<file path="config.mk">
export PLATFORM = sky130hd
export DESIGN_NAME = uemr_responder
export DESIGN_NICKNAME = d
export VERILOG_FILES = /design/src/uemr_pkg.sv /design/src/uemr_responder.sv
export SDC_FILE = /design/constraint.sdc
export NUM_CORES = 1
export LEC_CHECK = 0
export BUFFER_PORTS_ARGS = -buffer_cell sky130_fd_sc_hd__buf_4
export CAP_MARGIN = 30
export CORE_ASPECT_RATIO = 1.1
export CORE_MARGIN = 2
export CORE_UTILIZATION = 40
export DETAILED_ROUTE_END_ITERATION = 16
export PLACE_DENSITY = 0.64
export SYNTH_ARGS = -nofsm -noshare
export SYNTH_HDL_FRONTEND = slang
export SYNTH_SLANG_ARGS = --single-unit
</file>
<file path="constraint.sdc">
create_clock -name ref_clk_i -period 3.7 [get_ports ref_clk_i]
set_clock_uncertainty 0.1 [all_clocks]
set_input_delay 0.185 -clock ref_clk_i [delete_from_list [all_inputs] [get_ports ref_clk_i]]
set_output_delay 0.185 -clock ref_clk_i [all_outputs]
set_load 0.03 [all_outputs]
</file>
<file path="src/uemr_pkg.sv">
// package: constants and types for the endpoint mode responder
package uemr_pkg;
  localparam logic [7:0] ADDR_EP0_MODE = 8'h00;
  localparam logic [7:0] ADDR_EP1_MODE = 8'h04;
  localparam logic [7:0] ADDR_EP2_MODE = 8'h08;
  localparam logic [7:0] ADDR_EP0_CNT = 8'h0c;
  localparam logic [7:0] ADDR_EP1_CNT = 8'h10;
  localparam logic [7:0] ADDR_EP2_CNT = 8'h14;
  localparam int MODE_LSB = 0;
  localparam int STALL_BIT = 7;
  localparam int FLAG_SETUP_BIT = 7;
  localparam int FLAG_IN_BIT = 6;
  localparam int FLAG_OUT_BIT = 5;
  localparam int CNT_DTOG_BIT = 7;
  localparam int CNT_DVAL_BIT = 6;
  localparam logic [7:0] MODE_REG_RST = 8'h00;
  localparam logic [7:0] CNT_REG_RST = 8'h00;
  localparam logic [4:0] EP_SIZE = 5'h08;
  localparam logic [4:0] CRC_BYTES = 5'h02;
  localparam logic [4:0] MAX_RX = EP_SIZE + CRC_BYTES;
  localparam logic [3:0] M_DIS = 4'h0;
  localparam logic [3:0] M_NAK_IO = 4'h1;
  localparam logic [3:0] M_ST_OUT = 4'h2;
  localparam logic [3:0] M_STALL_IO = 4'h3;
  localparam logic [3:0] M_IGN_IO = 4'h4;
  localparam logic [3:0] M_RSV5 = 4'h5;
  localparam logic [3:0] M_ST_IN = 4'h6;
  localparam logic [3:0] M_RSV7 = 4'h7;
  localparam logic [3:0] M_NAK_OUT = 4'h8;
  localparam logic [3:0] M_ACK_OUT = 4'h9;
  localparam logic [3:0] M_NAKO_STIN = 4'ha;
  localparam logic [3:0] M_ACKO_NAKI = 4'hb;
  localparam logic [3:0] M_NAK_IN = 4'hc;
  localparam logic [3:0] M_ACK_IN = 4'hd;
  localparam logic [3:0] M_NAKI_STO = 4'he;
  localparam logic [3:0] M_ACKI_STO = 4'hf;

  typedef enum logic [1:0] {
    PID_SETUP = 2'b00,
    PID_IN = 2'b01,
    PID_OUT = 2'b10
  } uemr_pid_t;

  typedef enum logic [2:0] {
    ACT_IGN = 3'b000,
    ACT_ACK = 3'b001,
    ACT_NAK = 3'b010,
    ACT_STALL = 3'b011,
    ACT_CHECK = 3'b100,
    ACT_TX0 = 3'b101,
    ACT_TXCNT = 3'b110
  } uemr_act_t;

  typedef enum logic [2:0] {
    RSP_ACK = 3'b001,
    RSP_NAK = 3'b010,
    RSP_STALL = 3'b011,
    RSP_DATA = 3'b100
  } uemr_rsp_kind_t;

  typedef enum logic [1:0] {
    ST_IDLE = 2'b00,
    ST_DATA = 2'b01,
    ST_IN_WAIT = 2'b10
  } uemr_state_t;

  // events from the packet decoder; all fields sampled when a strobe is high
  typedef struct packed {
    logic tok;
    logic dat;
    logic fin;
    uemr_pid_t pid;
    logic [1:0] ep;
    logic [4:0] cnt;
    logic crc_ok;
    logic dtog;
    logic hs_ack;
  } uemr_evt_t;

  typedef struct packed {
    logic valid;
    uemr_rsp_kind_t kind;
    logic [3:0] len;
  } uemr_rsp_t;

  typedef struct packed {
    logic [7:0] addr;
    logic [7:0] wdata;
    logic wr;
    logic rd;
  } uemr_bus_t;
endpackage : uemr_pkg

</file>
<file path="src/uemr_responder.sv">
// endpoint mode responder: token reactions, auto mode changes, ep0 interlock
// Functional notes
// - reaction chosen from endpoint four-bit mode
// - mode 0001 acks SETUP, NAKs IN/OUT
// - check: ACK zero-length OUT with toggle 1
// - TX count sends count-field bytes on IN
// - status-IN modes send zero-length packet
// - ignored token gets no handshake
// - SETUP-accepting modes ACK valid SETUP
// - mode 1111 becomes 1110 after status OUT
// - accepted SETUP forces mode 0001
// - modes reset to 0000, stay disabled
// - ep0 flags record SETUP, IN, OUT
// - invalid transactions silently ignored
// - interrupt on completion or corrupted buffer
// - valid data needs count <= size+2
// - OUT endpoint ignores IN, and reverse
// - IN/OUT flags update at transaction end
// - SETUP flag updates at data phase start
// - ep0 ACK locks mode/count until read
// - mode 1001 becomes 1000 after OUT ACK
// - mode 1101 becomes 1100 after IN ACK
// - mode 1011 becomes 0001 after OUT ACK
// - bit 7 stalls ACK modes on ep1, ep2
//
// Chosen here: the address-and-strobe port and the register addresses.
`timescale 1ns/10ps
module uemr_responder
  import uemr_pkg::*;
(
  // clock and reset
  input wire logic ref_clk_i,
  input wire logic rst_i,
  // packet decoder events
  input wire uemr_evt_t evt_i,
  // register port
  input wire uemr_bus_t bus_i,
  output logic [7:0] rd_data_o,
  // link answer and events
  output uemr_rsp_t rsp_o,
  output logic [2:0] ep_int_o,
  output logic ep0_lock_o
);

  typedef struct packed {
    uemr_state_t st;
    logic [1:0] ep;
    uemr_pid_t pid;
    logic [2:0][7:0] mode;
    logic [2:0][7:0] cnt;
    logic lock;
    uemr_rsp_t rsp;
    logic [2:0] irq;
    logic [7:0] rdata;
  } uemr_s_t;

  uemr_s_t s_q;
  uemr_s_t s_d;

  // table of reactions per mode and token
  function automatic uemr_act_t act_of(input logic [3:0] m, input uemr_pid_t p,
                                       input logic stall);
    uemr_act_t a;
    a = ACT_IGN;
    case (m)
      M_NAK_IO: a = (p == PID_SETUP) ? ACT_ACK : ACT_NAK;
      M_ST_OUT: a = (p == PID_SETUP) ? ACT_ACK : (p == PID_IN) ? ACT_STALL : ACT_CHECK;
      M_STALL_IO: a = (p == PID_SETUP) ? ACT_ACK : ACT_STALL;
      M_IGN_IO: a = (p == PID_SETUP) ? ACT_ACK : ACT_IGN;
      M_RSV5: a = (p == PID_OUT) ? ACT_ACK : ACT_IGN;
      M_ST_IN: a = (p == PID_SETUP) ? ACT_ACK : (p == PID_IN) ? ACT_TX0 : ACT_STALL;
      M_RSV7: a = (p == PID_IN) ? ACT_TXCNT : ACT_IGN;
      M_NAK_OUT: a = (p == PID_OUT) ? ACT_NAK : ACT_IGN;
      M_ACK_OUT: a = (p != PID_OUT) ? ACT_IGN : stall ? ACT_STALL : ACT_ACK;
      M_NAKO_STIN: a = (p == PID_SETUP) ? ACT_ACK : (p == PID_IN) ? ACT_TX0 : ACT_NAK;
      M_ACKO_NAKI: a = (p == PID_SETUP) ? ACT_ACK : (p == PID_IN) ? ACT_NAK : ACT_ACK;
      M_NAK_IN: a = (p == PID_IN) ? ACT_NAK : ACT_IGN;
      M_ACK_IN: a = (p != PID_IN) ? ACT_IGN : stall ? ACT_STALL : ACT_TXCNT;
      M_NAKI_STO: a = (p == PID_SETUP) ? ACT_ACK : (p == PID_IN) ? ACT_NAK : ACT_CHECK;
      M_ACKI_STO: a = (p == PID_SETUP) ? ACT_ACK : (p == PID_IN) ? ACT_TXCNT : ACT_CHECK;
      default: a = ACT_IGN;
    endcase
    return a;
  endfunction : act_of

  // mode register of an endpoint; endpoint 3 does not exist and reads disabled
  function automatic logic [7:0] mreg(input uemr_s_t s, input logic [1:0] ep);
    return (ep == 2'd3) ? MODE_REG_RST : s.mode[ep];
  endfunction : mreg

  // stall bit only exists on the non-control endpoints
  function automatic uemr_act_t act_ep(input uemr_s_t s, input logic [1:0] ep,
                                       input uemr_pid_t p);
    logic [7:0] r;
    r = mreg(s, ep);
    return act_of(r[3:0], p, (ep != 2'd0) && r[STALL_BIT]);
  endfunction : act_ep

  function automatic uemr_rsp_t mk_rsp(input uemr_rsp_kind_t k, input logic [3:0] n);
    uemr_rsp_t r;
    r.valid = 1'b1;
    r.kind = k;
    r.len = n;
    return r;
  endfunction : mk_rsp

  uemr_act_t act;
  logic [3:0] cur_mode;
  logic rx_ok;
  logic rd_ep0;

  always_comb
  begin
    s_d = s_q;
    s_d.rsp = '0;
    s_d.irq = 3'b000;
    act = ACT_IGN;
    cur_mode = 4'(mreg(s_q, s_q.ep) >> MODE_LSB);
    rx_ok = evt_i.crc_ok && (evt_i.cnt <= MAX_RX);
    rd_ep0 = bus_i.rd && ((bus_i.addr == ADDR_EP0_MODE) || (bus_i.addr == ADDR_EP0_CNT));

    // register port; reads answer in the next cycle, unmapped reads give zero
    s_d.rdata = 8'h00;
    if (bus_i.rd)
    begin
      case (bus_i.addr)
        ADDR_EP0_MODE: s_d.rdata = s_q.mode[0];
        ADDR_EP1_MODE: s_d.rdata = s_q.mode[1];
        ADDR_EP2_MODE: s_d.rdata = s_q.mode[2];
        ADDR_EP0_CNT: s_d.rdata = s_q.cnt[0];
        ADDR_EP1_CNT: s_d.rdata = s_q.cnt[1];
        ADDR_EP2_CNT: s_d.rdata = s_q.cnt[2];
        default: s_d.rdata = 8'h00;
      endcase
    end
    // a read only unlocks once the transaction is over
    if (rd_ep0 && s_q.st == ST_IDLE)
    begin
      s_d.lock = 1'b0;
    end
    if (bus_i.wr)
    begin
      case (bus_i.addr)
        ADDR_EP0_MODE: if (!s_q.lock) s_d.mode[0] = bus_i.wdata;
        ADDR_EP1_MODE: s_d.mode[1] = bus_i.wdata;
        ADDR_EP2_MODE: s_d.mode[2] = bus_i.wdata;
        ADDR_EP0_CNT: if (!s_q.lock) s_d.cnt[0] = bus_i.wdata;
        ADDR_EP1_CNT: s_d.cnt[1] = bus_i.wdata;
        ADDR_EP2_CNT: s_d.cnt[2] = bus_i.wdata;
        default: ;
      endcase
    end

    // hardware updates come after software writes so they win a collision
    case (s_q.st)
      ST_IDLE:
      begin
        if (evt_i.tok && evt_i.ep != 2'd3)
        begin
          s_d.ep = evt_i.ep;
          s_d.pid = evt_i.pid;
          act = act_ep(s_q, evt_i.ep, evt_i.pid);
          if (evt_i.pid != PID_IN)
          begin
            s_d.st = ST_DATA;
          end
          else
          begin
            case (act)
              ACT_NAK:
              begin
                s_d.rsp = mk_rsp(RSP_NAK, 4'h0);
                s_d.irq[evt_i.ep] = 1'b1;
                if (evt_i.ep == 2'd0) s_d.mode[0][FLAG_IN_BIT] = 1'b1;
              end
              ACT_STALL:
              begin
                s_d.rsp = mk_rsp(RSP_STALL, 4'h0);
                s_d.irq[evt_i.ep] = 1'b1;
                if (evt_i.ep == 2'd0) s_d.mode[0][FLAG_IN_BIT] = 1'b1;
              end
              ACT_TX0:
              begin
                s_d.rsp = mk_rsp(RSP_DATA, 4'h0);
                s_d.st = ST_IN_WAIT;
              end
              ACT_TXCNT:
              begin
                s_d.rsp = mk_rsp(RSP_DATA, s_q.cnt[evt_i.ep][3:0]);
                s_d.st = ST_IN_WAIT;
              end
              default: ;
            endcase
          end
        end
      end
      ST_DATA:
      begin
        act = act_ep(s_q, s_q.ep, s_q.pid);
        if (evt_i.dat && s_q.pid == PID_SETUP && s_q.ep == 2'd0 && act == ACT_ACK)
        begin
          s_d.mode[0][FLAG_SETUP_BIT] = 1'b1;
        end
        if (evt_i.fin)
        begin
          s_d.st = ST_IDLE;
          if (!rx_ok)
          begin
            // silent, but a buffer that took data is flagged corrupted
            if (act == ACT_ACK)
            begin
              s_d.irq[s_q.ep] = 1'b1;
            end
          end
          else if (s_q.pid == PID_SETUP)
          begin
            if (act == ACT_ACK)
            begin
              s_d.rsp = mk_rsp(RSP_ACK, 4'h0);
              s_d.mode[s_q.ep][3:0] = M_NAK_IO;
              s_d.cnt[s_q.ep] = {evt_i.dtog, 1'b1, 2'b00, 4'(evt_i.cnt - CRC_BYTES)};
              s_d.irq[s_q.ep] = 1'b1;
              if (s_q.ep == 2'd0) s_d.lock = 1'b1;
            end
          end
          else
          begin
            case (act)
              ACT_ACK:
              begin
                s_d.rsp = mk_rsp(RSP_ACK, 4'h0);
                s_d.cnt[s_q.ep] = {evt_i.dtog, 1'b1, 2'b00, 4'(evt_i.cnt - CRC_BYTES)};
                if (cur_mode == M_ACK_OUT) s_d.mode[s_q.ep][3:0] = M_NAK_OUT;
                if (cur_mode == M_ACKO_NAKI) s_d.mode[s_q.ep][3:0] = M_NAK_IO;
                if (s_q.ep == 2'd0) s_d.lock = 1'b1;
              end
              ACT_CHECK:
              begin
                if (evt_i.cnt == CRC_BYTES && evt_i.dtog)
                begin
                  s_d.rsp = mk_rsp(RSP_ACK, 4'h0);
                  if (cur_mode == M_ACKI_STO) s_d.mode[s_q.ep][3:0] = M_NAKI_STO;
                  if (s_q.ep == 2'd0) s_d.lock = 1'b1;
                end
                else
                begin
                  s_d.rsp = mk_rsp(RSP_STALL, 4'h0);
                end
              end
              ACT_NAK: s_d.rsp = mk_rsp(RSP_NAK, 4'h0);
              ACT_STALL: s_d.rsp = mk_rsp(RSP_STALL, 4'h0);
              default: ;
            endcase
            if (act != ACT_IGN)
            begin
              s_d.irq[s_q.ep] = 1'b1;
              if (s_q.ep == 2'd0) s_d.mode[0][FLAG_OUT_BIT] = 1'b1;
            end
          end
        end
      end
      ST_IN_WAIT:
      begin
        if (evt_i.fin)
        begin
          s_d.st = ST_IDLE;
          s_d.irq[s_q.ep] = 1'b1;
          if (s_q.ep == 2'd0) s_d.mode[0][FLAG_IN_BIT] = 1'b1;
          if (evt_i.hs_ack)
          begin
            if (cur_mode == M_ACK_IN) s_d.mode[s_q.ep][3:0] = M_NAK_IN;
            if (cur_mode == M_ACKI_STO) s_d.mode[s_q.ep][3:0] = M_NAKI_STO;
            if (s_q.ep == 2'd0) s_d.lock = 1'b1;
          end
        end
      end
      default: s_d.st = ST_IDLE;
    endcase
  end

  always_ff @(posedge ref_clk_i)
  begin
    if (rst_i)
    begin
      s_q <= '0;
      s_q.mode <= {3{MODE_REG_RST}};
      s_q.cnt <= {3{CNT_REG_RST}};
    end
    else
    begin
      s_q <= s_d;
    end
  end

  assign rd_data_o = s_q.rdata;
  assign rsp_o = s_q.rsp;
  assign ep_int_o = s_q.irq;
  assign ep0_lock_o = s_q.lock;
endmodule : uemr_responder

</file>
==> results.yml, run 1 <==
outcome:
  status: "finished, final reports clean"
timing:
  finalCritPeriodShare: 0.922
  fin_setup_tns_ps: 0
  relSlewSlack: 0.454
  layout_setup_ws_ps: 290
  drv_slew: 0
  finalHoldViolCount: 0
  finalSetupViolations: 0
  worst_pin_slew_ps: 818
  clock.fmax_mhz: 293
  rsz0062_at_grt: "false"
  finalCriticalPeriod_ps: 3410
global_route:
  met2_usage: 0.409
  grt_util_all_layers: 0.251
  grt_max_degree: 57
  antenna_found_initial: 0
  grt_use_met1: 0.331
  grt_first_pass_wirelength_microns: 28400
  grt_overflow: 0
  first_global_vias: 5103
  grtUsageMet3: 0.0368
  busiest_layer: "met2"
clocking:
  cts_setup_buffers: 0
  h-tree-depth: 3
  clock-sinks: 74
  ctsRootBufferMaster: "clkbuf_16"
  clock_path_buffers: 2
  cts_tree: "done"
  path_clk_slew_ps: 60
  clk_latency_ps: 330
  cts_buffers: 9
floorplanning:
  core_sq_um: 13200
  initial_core_util: 0.408
  rows: 44
  die_h_microns: 125
  dieArea_sq_um: 14400
  die_w_microns: 114
  io_pins: 55
placed_design:
  dp_hpwl_microns: 13200
  io_buffers: 54
  post-place-ws_ps: 201
  gp_congestion: 0.902
logic_synthesis:
  synth-async-reset-ratio: 0
  ys_types: 69
  synthFlopType: "dfxtp_1"
  synth_edf_count: 0
  syn_inst: 657
  syn_nets: 697
  ys_warn_count: 0
  ys_seq_elements: 74
  syn_avg_cell_area_sq_um: 8.17
  ys_seq_area_frac: 0.276
  syn_area_sq_um: 5370
detailed_routing:
  dr.pass1.iters: 6
  wl_microns: 17900
  dr_total_vias: 5408
  wl_per_cell_microns: 21.2
  drcViolationCount: 0
  drt_iter0_drc: 626
  ant_nets: 0
  routed_via_density: 6.41
worst_setup_path:
  cp-end-kind: "register"
  cp.arrival_ps: 3500
  cp_max_fo: 15
  path_cells: "mux2i_1 > a2bb2oi_2 > o22ai_1 > o21ai_0 > nand4_1 > or2_1 > a221o_1 > a32oi_1 > a311oi_1"
  critPathLaunchType: "register"
  worstSetupPathType: "reg -> reg"
  cp_slowest_cell: "or2_1"
  crit_required_ps: 3790
  slowest_delay_ps: 550
  r2r-start: "s_q[71]$_SDFFE_PP0P_"
  r2r-end: "s_q[63]$_SDFF_PP0_"
  reg2regPathDepth: 9
  rrSetupSlack_ps: 290
final_layout:
  drive_gt1_frac: 0.199
  syn2layout_area_growth_pct: 13.6
  num-fill-cells: 1314
  diodes: 0
  finalNetCount: 718
power_and_ir_drop:
  power.density_nw_per_um2: 320
  leakage_nw: 2.28
  ir_worst_vdd_uv: 255
  power_mw: 1.95
hold_path:
  hp-class: "in -> reg"
  min_to: "s_q[51]$_SDFF_PP0_"
  worstHoldPathCells: 3
  min_from: "evt_i[13]"
job:
  cap_violations: 0
-- cell usage in the layout (no fill, tap or decap), types with 5 or more instances in the layout --
master,count
nor2_1,78
dfxtp_1,73
buf_4,73
mux2i_1,55
nand2_1,51
a21oi_1,39
o21ai_0,30
a211oi_1,26
nor3_1,18
nand3_1,16
a22oi_1,14
mux2_2,14
nor2b_1,11
inv_1,10
nand4_1,10
nand2b_1,9
clkbuf_16,9
o2bb2ai_1,8
mux4_2,8
o211ai_1,7
a2bb2oi_1,6
o22ai_1,6
a41oi_1,6
a21o_1,6
and3_1,5
ha_1,5
-- worst max-delay path by stage --
stage	start	end	slack (ps)	cells after the start
after global placement	s_q[71]$_SDFFE_PP0P_	ep_int_o[0]$_SDFF_PP0_	390	10
after floorplan	bus_i[17]	s_q[63]$_SDFF_PP0_	880	9
after global routing	s_q[71]$_SDFFE_PP0P_	s_q[38]$_SDFF_PP0_	20	9
final	s_q[71]$_SDFFE_PP0P_	s_q[63]$_SDFF_PP0_	290	9
after CTS	s_q[71]$_SDFFE_PP0P_	ep_int_o[0]$_SDFF_PP0_	200	10
after detailed placement	s_q[71]$_SDFFE_PP0P_	ep_int_o[0]$_SDFF_PP0_	200	10
-- final cells by class --
class                   instances  area [sq um]  area share
clock buffers                   9           225      0.0369
clock inverters                 7          82.6      0.0135
inverters                      10          37.5     0.00616
multi-input cells             509          3510       0.576
flip-flops and latches         74          1480       0.243
well taps                     161           201      0.0330
repair buffers                 74           558      0.0915
-- metal layers --
metal  share of wire  vias to the layer above
met5               0                        -
met1            0.43                     2594
met4           0.037                        0
met2            0.47                      287
li1                -                     2482
met3           0.063                       45
-- flip-flops by register name, indices dropped and copies added, names as in the netlist --
register / flops
rd_data_o: 8
rsp_o: 8
ep0_lock_o: 1
ep_int_o: 3
s_q: 54
-- cells by family after synthesis --
group / after synthesis / synth area share
fa+ha+maj: 5 / 0.0117
mux: 77 / 0.166
xor+xnor: 4 / 0.00653
compound gates: 191 / 0.250
simple gates: 232 / 0.220
buf+inv: 74 / 0.0702
flops: 74 / 0.276
-- worst max-delay path: cells and delay by family (launching register included) --
kind	cells	cell delay, ps
AO/OA/AOI/OAI	6	1500
AND/OR/NAND/NOR	2	870
flip-flops	1	490
multiplexers	1	320
-- per-stage QoR --
step	std cells	util	area (sq um)	hold slack (ps)
after CTS	844	0.463	6090	37.3
after detailed placement	827	0.439	5780	305
after global placement	827	0.439	5780	309
after floorplan	657	-	5370	181
after global routing	844	0.463	6100	53.9
final	844	0.463	6100	34.2
-- cells in the mapped netlist, drive strengths merged, types with 5 or more instances --
library cell,instances,area share
nor2,78,0.055
dfxtp,74,0.28
mux2i,55,0.10
nand2,51,0.036
a21oi,39,0.036
buf,35,0.043
o21ai,32,0.031
clkbuf,29,0.021
a211oi,26,0.036
nor3,24,0.033
nand3,17,0.017
a22oi,14,0.020
mux2,14,0.029
nor2b,12,0.014
inv,10,0.0070
nand4,10,0.012
a2bb2oi,9,0.018
nand2b,9,0.010
o2bb2ai,9,0.016
mux4,8,0.034
o211ai,7,0.0098
o22ai,7,0.0093
a21o,6,0.0084
a41oi,6,0.0098
and3,5,0.0058
ha,5,0.012
-- where the power goes --
part	leakage [nW]	total, mW	switching (mW)	internal [mW]
logic	1.54	0.224	0.141	0.0828
registers	0.597	0.814	0.0121	0.802
clock network	0.145	0.915	0.381	0.534
total	2.28	1.95	0.534	1.42
-- timing repair --
action                                 in CTS  in global routing
endpoints found under the hold margin       3                  0
gates resized for setup                     0                  2
hold buffers                                1                  0
setup endpoints to repair                   0                 16
Power figures use the tool's default switching activity.
==> run 2, diff against run 1 <==
- ABC_AREA: not set -> 1
==> results.yml, run 2 <==
clocking:
  cts_tree: "done"
  clock-sinks: 74
  clock_path_buffers: 2
  cts_hold_buf: 1
  ctsRootBufferMaster: "clkbuf_16"
  h-tree-depth: 3
  ctsResizeCount: 0
  path_clk_slew_ps: 70
  cts_setup_buffers: 0
  cts_buffers: 9
  clk_latency_ps: 350
detailed_routing:
  drcViolationCount: 0
  ant_nets: 0
  drt_iter0_drc: 918
  dr.pass1.iters: 6
  wl_per_cell_microns: 17.2
  routed_via_density: 5.53
  dr_total_vias: 6547
  wl_microns: 20300
worst_setup_path:
  crit_required_ps: 3820
  worstSetupPathType: "reg -> reg"
  cp.arrival_ps: 3210
  cp-end-kind: "register"
  critPathLaunchType: "register"
  cp_max_fo: 12
placed_design:
  dp_hpwl_microns: 15600
  dp.cells: 1166
  post-place-ws_ps: 674
  io_buffers: 54
  dpl_cell_area_sq_um: 6320
  gp_congestion: 0.955
final_layout:
  drive_gt1_frac: 0.140
  num-fill-cells: 1542
  syn2layout_area_growth_pct: 13.2
  layoutNonFillerInstCount: 1183
  final_area_sq_um: 6630
  largest_register_ffs: 54
  largest_register: "s_q"
  final_common_cell: "nand2_1"
  diodes: 0
  layout_common_cells: "nand2_1, inv_1, nor2_1"
  fin_util: 0.461
  finalNetCount: 1026
global_route:
  antenna_found_initial: 0
  grt_first_pass_wirelength_microns: 31700
  grt_overflow: 0
  grt_max_degree: 24
  first_global_vias: 5885
  grt_util_all_layers: 0.260
logic_synthesis:
  synth-async-reset-ratio: 0
  syn_avg_cell_area_sq_um: 6.17
  ys_seq_elements: 74
  synthFlopType: "dfxtp_1"
  ys_types: 49
  yosys-mux-area-fraction: 0
  syn_area_sq_um: 5860
  synth_edf_count: 0
  synth_xor_area_frac: 0.00149
  synth.most_common_cell: "nand2_1"
  ys_seq_area_frac: 0.253
  ys_warn_count: 0
  synth_adder_area_share: 0.0107
  syn_inst: 950
  syn_nets: 990
  synth.area.top_cells: "dfxtp_1, nand2_1, inv_1"
  synth_top_family_by_area: "simple AND/OR/NAND/NOR gates"
  synth_common_cells: "nand2_1, inv_1, nor2_1, nand3_1, dfxtp_1"
  yosys.area_share.simple: 0.374
  synth.largest_area_cell: "dfxtp_1"
  synth-compound-area-share: 0.217
  synth_top_area_frac: 0.253
timing:
  relSlewSlack: 0.515
  finalHoldWorstSlack_ps: 33.5
  layout_setup_ws_ps: 611
  finalCriticalPeriod_ps: 3090
  finalHoldViolCount: 0
  finalSetupViolations: 0
  rsz0062_at_grt: "false"
  fin_setup_tns_ps: 0
  drv_slew: 0
  finalCritPeriodShare: 0.835
  worst_pin_slew_ps: 726
  clock.fmax_mhz: 324
floorplanning:
  die_w_microns: 119
  dieArea_sq_um: 15600
  core_sq_um: 14400
  rows: 46
  die_h_microns: 131
  initial_core_util: 0.407
  io_pins: 55
power_and_ir_drop:
  power_mw: 4.32
  leakage_nw: 3.02
  power.density_nw_per_um2: 651
  ir_worst_vdd_uv: 327
job:
  cap_violations: 0
outcome:
  status: "finished, final reports clean"
hold_path:
  hp-class: "in -> reg"
run 2: cell count changes in the layout (fill, tap and decap cells not counted), sizes merged, moves of 14 or more:
| cell | change |
|---|---|
| a21oi | +14 |
| a211oi | -16 |
| nand3 | +76 |
| mux2i | -55 |
| nand2 | +154 |
| inv | +137 |
| o22ai | +16 |
| mux2 | -14 |
| o21ai | +49 |
| nor2 | +53 |
run 2: worst paths after layout:
check	cells past startpoint	from	to	slack [ps]
worst max register to register	16	s_q[70]$_SDFFE_PP0P_	s_q[27]$_SDFF_PP0_	610
worst min-delay path	3	bus_i[8]	s_q[42]$_SDFF_PP0_	30
worst max-delay path	16	s_q[70]$_SDFFE_PP0P_	s_q[27]$_SDFF_PP0_	610
worst min register to register	2	s_q[48]$_SDFF_PP0_	s_q[48]$_SDFF_PP0_	360
run 2: cell type report:
class                           instances  area [sq um]  share of cell area
Clock buffer                           10           239              0.0360
Clock inverter                          6          65.1             0.00981
Inverter                              153           574              0.0866
Multi-Input combinational cell        682          3540               0.533
Sequential cell                        74          1480               0.223
Tap cell                              192           240              0.0362
Timing Repair Buffer                   66           498              0.0751
run 2: cells by family after synthesis:
| logic type | count (synthesis) |
|---|---|
| flops | 74 |
| buf+inv | 194 |
| xor+xnor | 1 |
| simple gates | 462 |
| fa+ha+maj | 5 |
| compound gates | 214 |
run 2: worst max-delay path: stages (launching register included):
cell and delay [ps]:
dfxtp_1 590, nor2_2 80, buf_4 210, nand2_4 90, nand3_4 150, nand2_2 140
inv_2 60, nand2_4 80, nand3_1 80, nand2_1 110, inv_2 60, nor2_4 190
nand3_4 210, nor2_2 210, nand2_1 290, o21ai_0 250, a21oi_1 50
run 2: routing by layer:
layer | wire length (microns) | global-route usage | part of all wire
met2 | 9130 | 0.421 | 0.45
met1 | 8740 | 0.347 | 0.43
met3 | 1590 | 0.0308 | 0.078
met5 | 0 | 0 | 0
met4 | 862 | 0.125 | 0.042
run 2: report_power, final:
part	leakage (nW)	internal (mW)	switching [mW]	total, mW
logic	2.27	0.678	1.68	2.35
clock network	0.149	0.542	0.363	0.905
registers	0.599	0.898	0.162	1.06
total	3.02	2.12	2.20	4.32
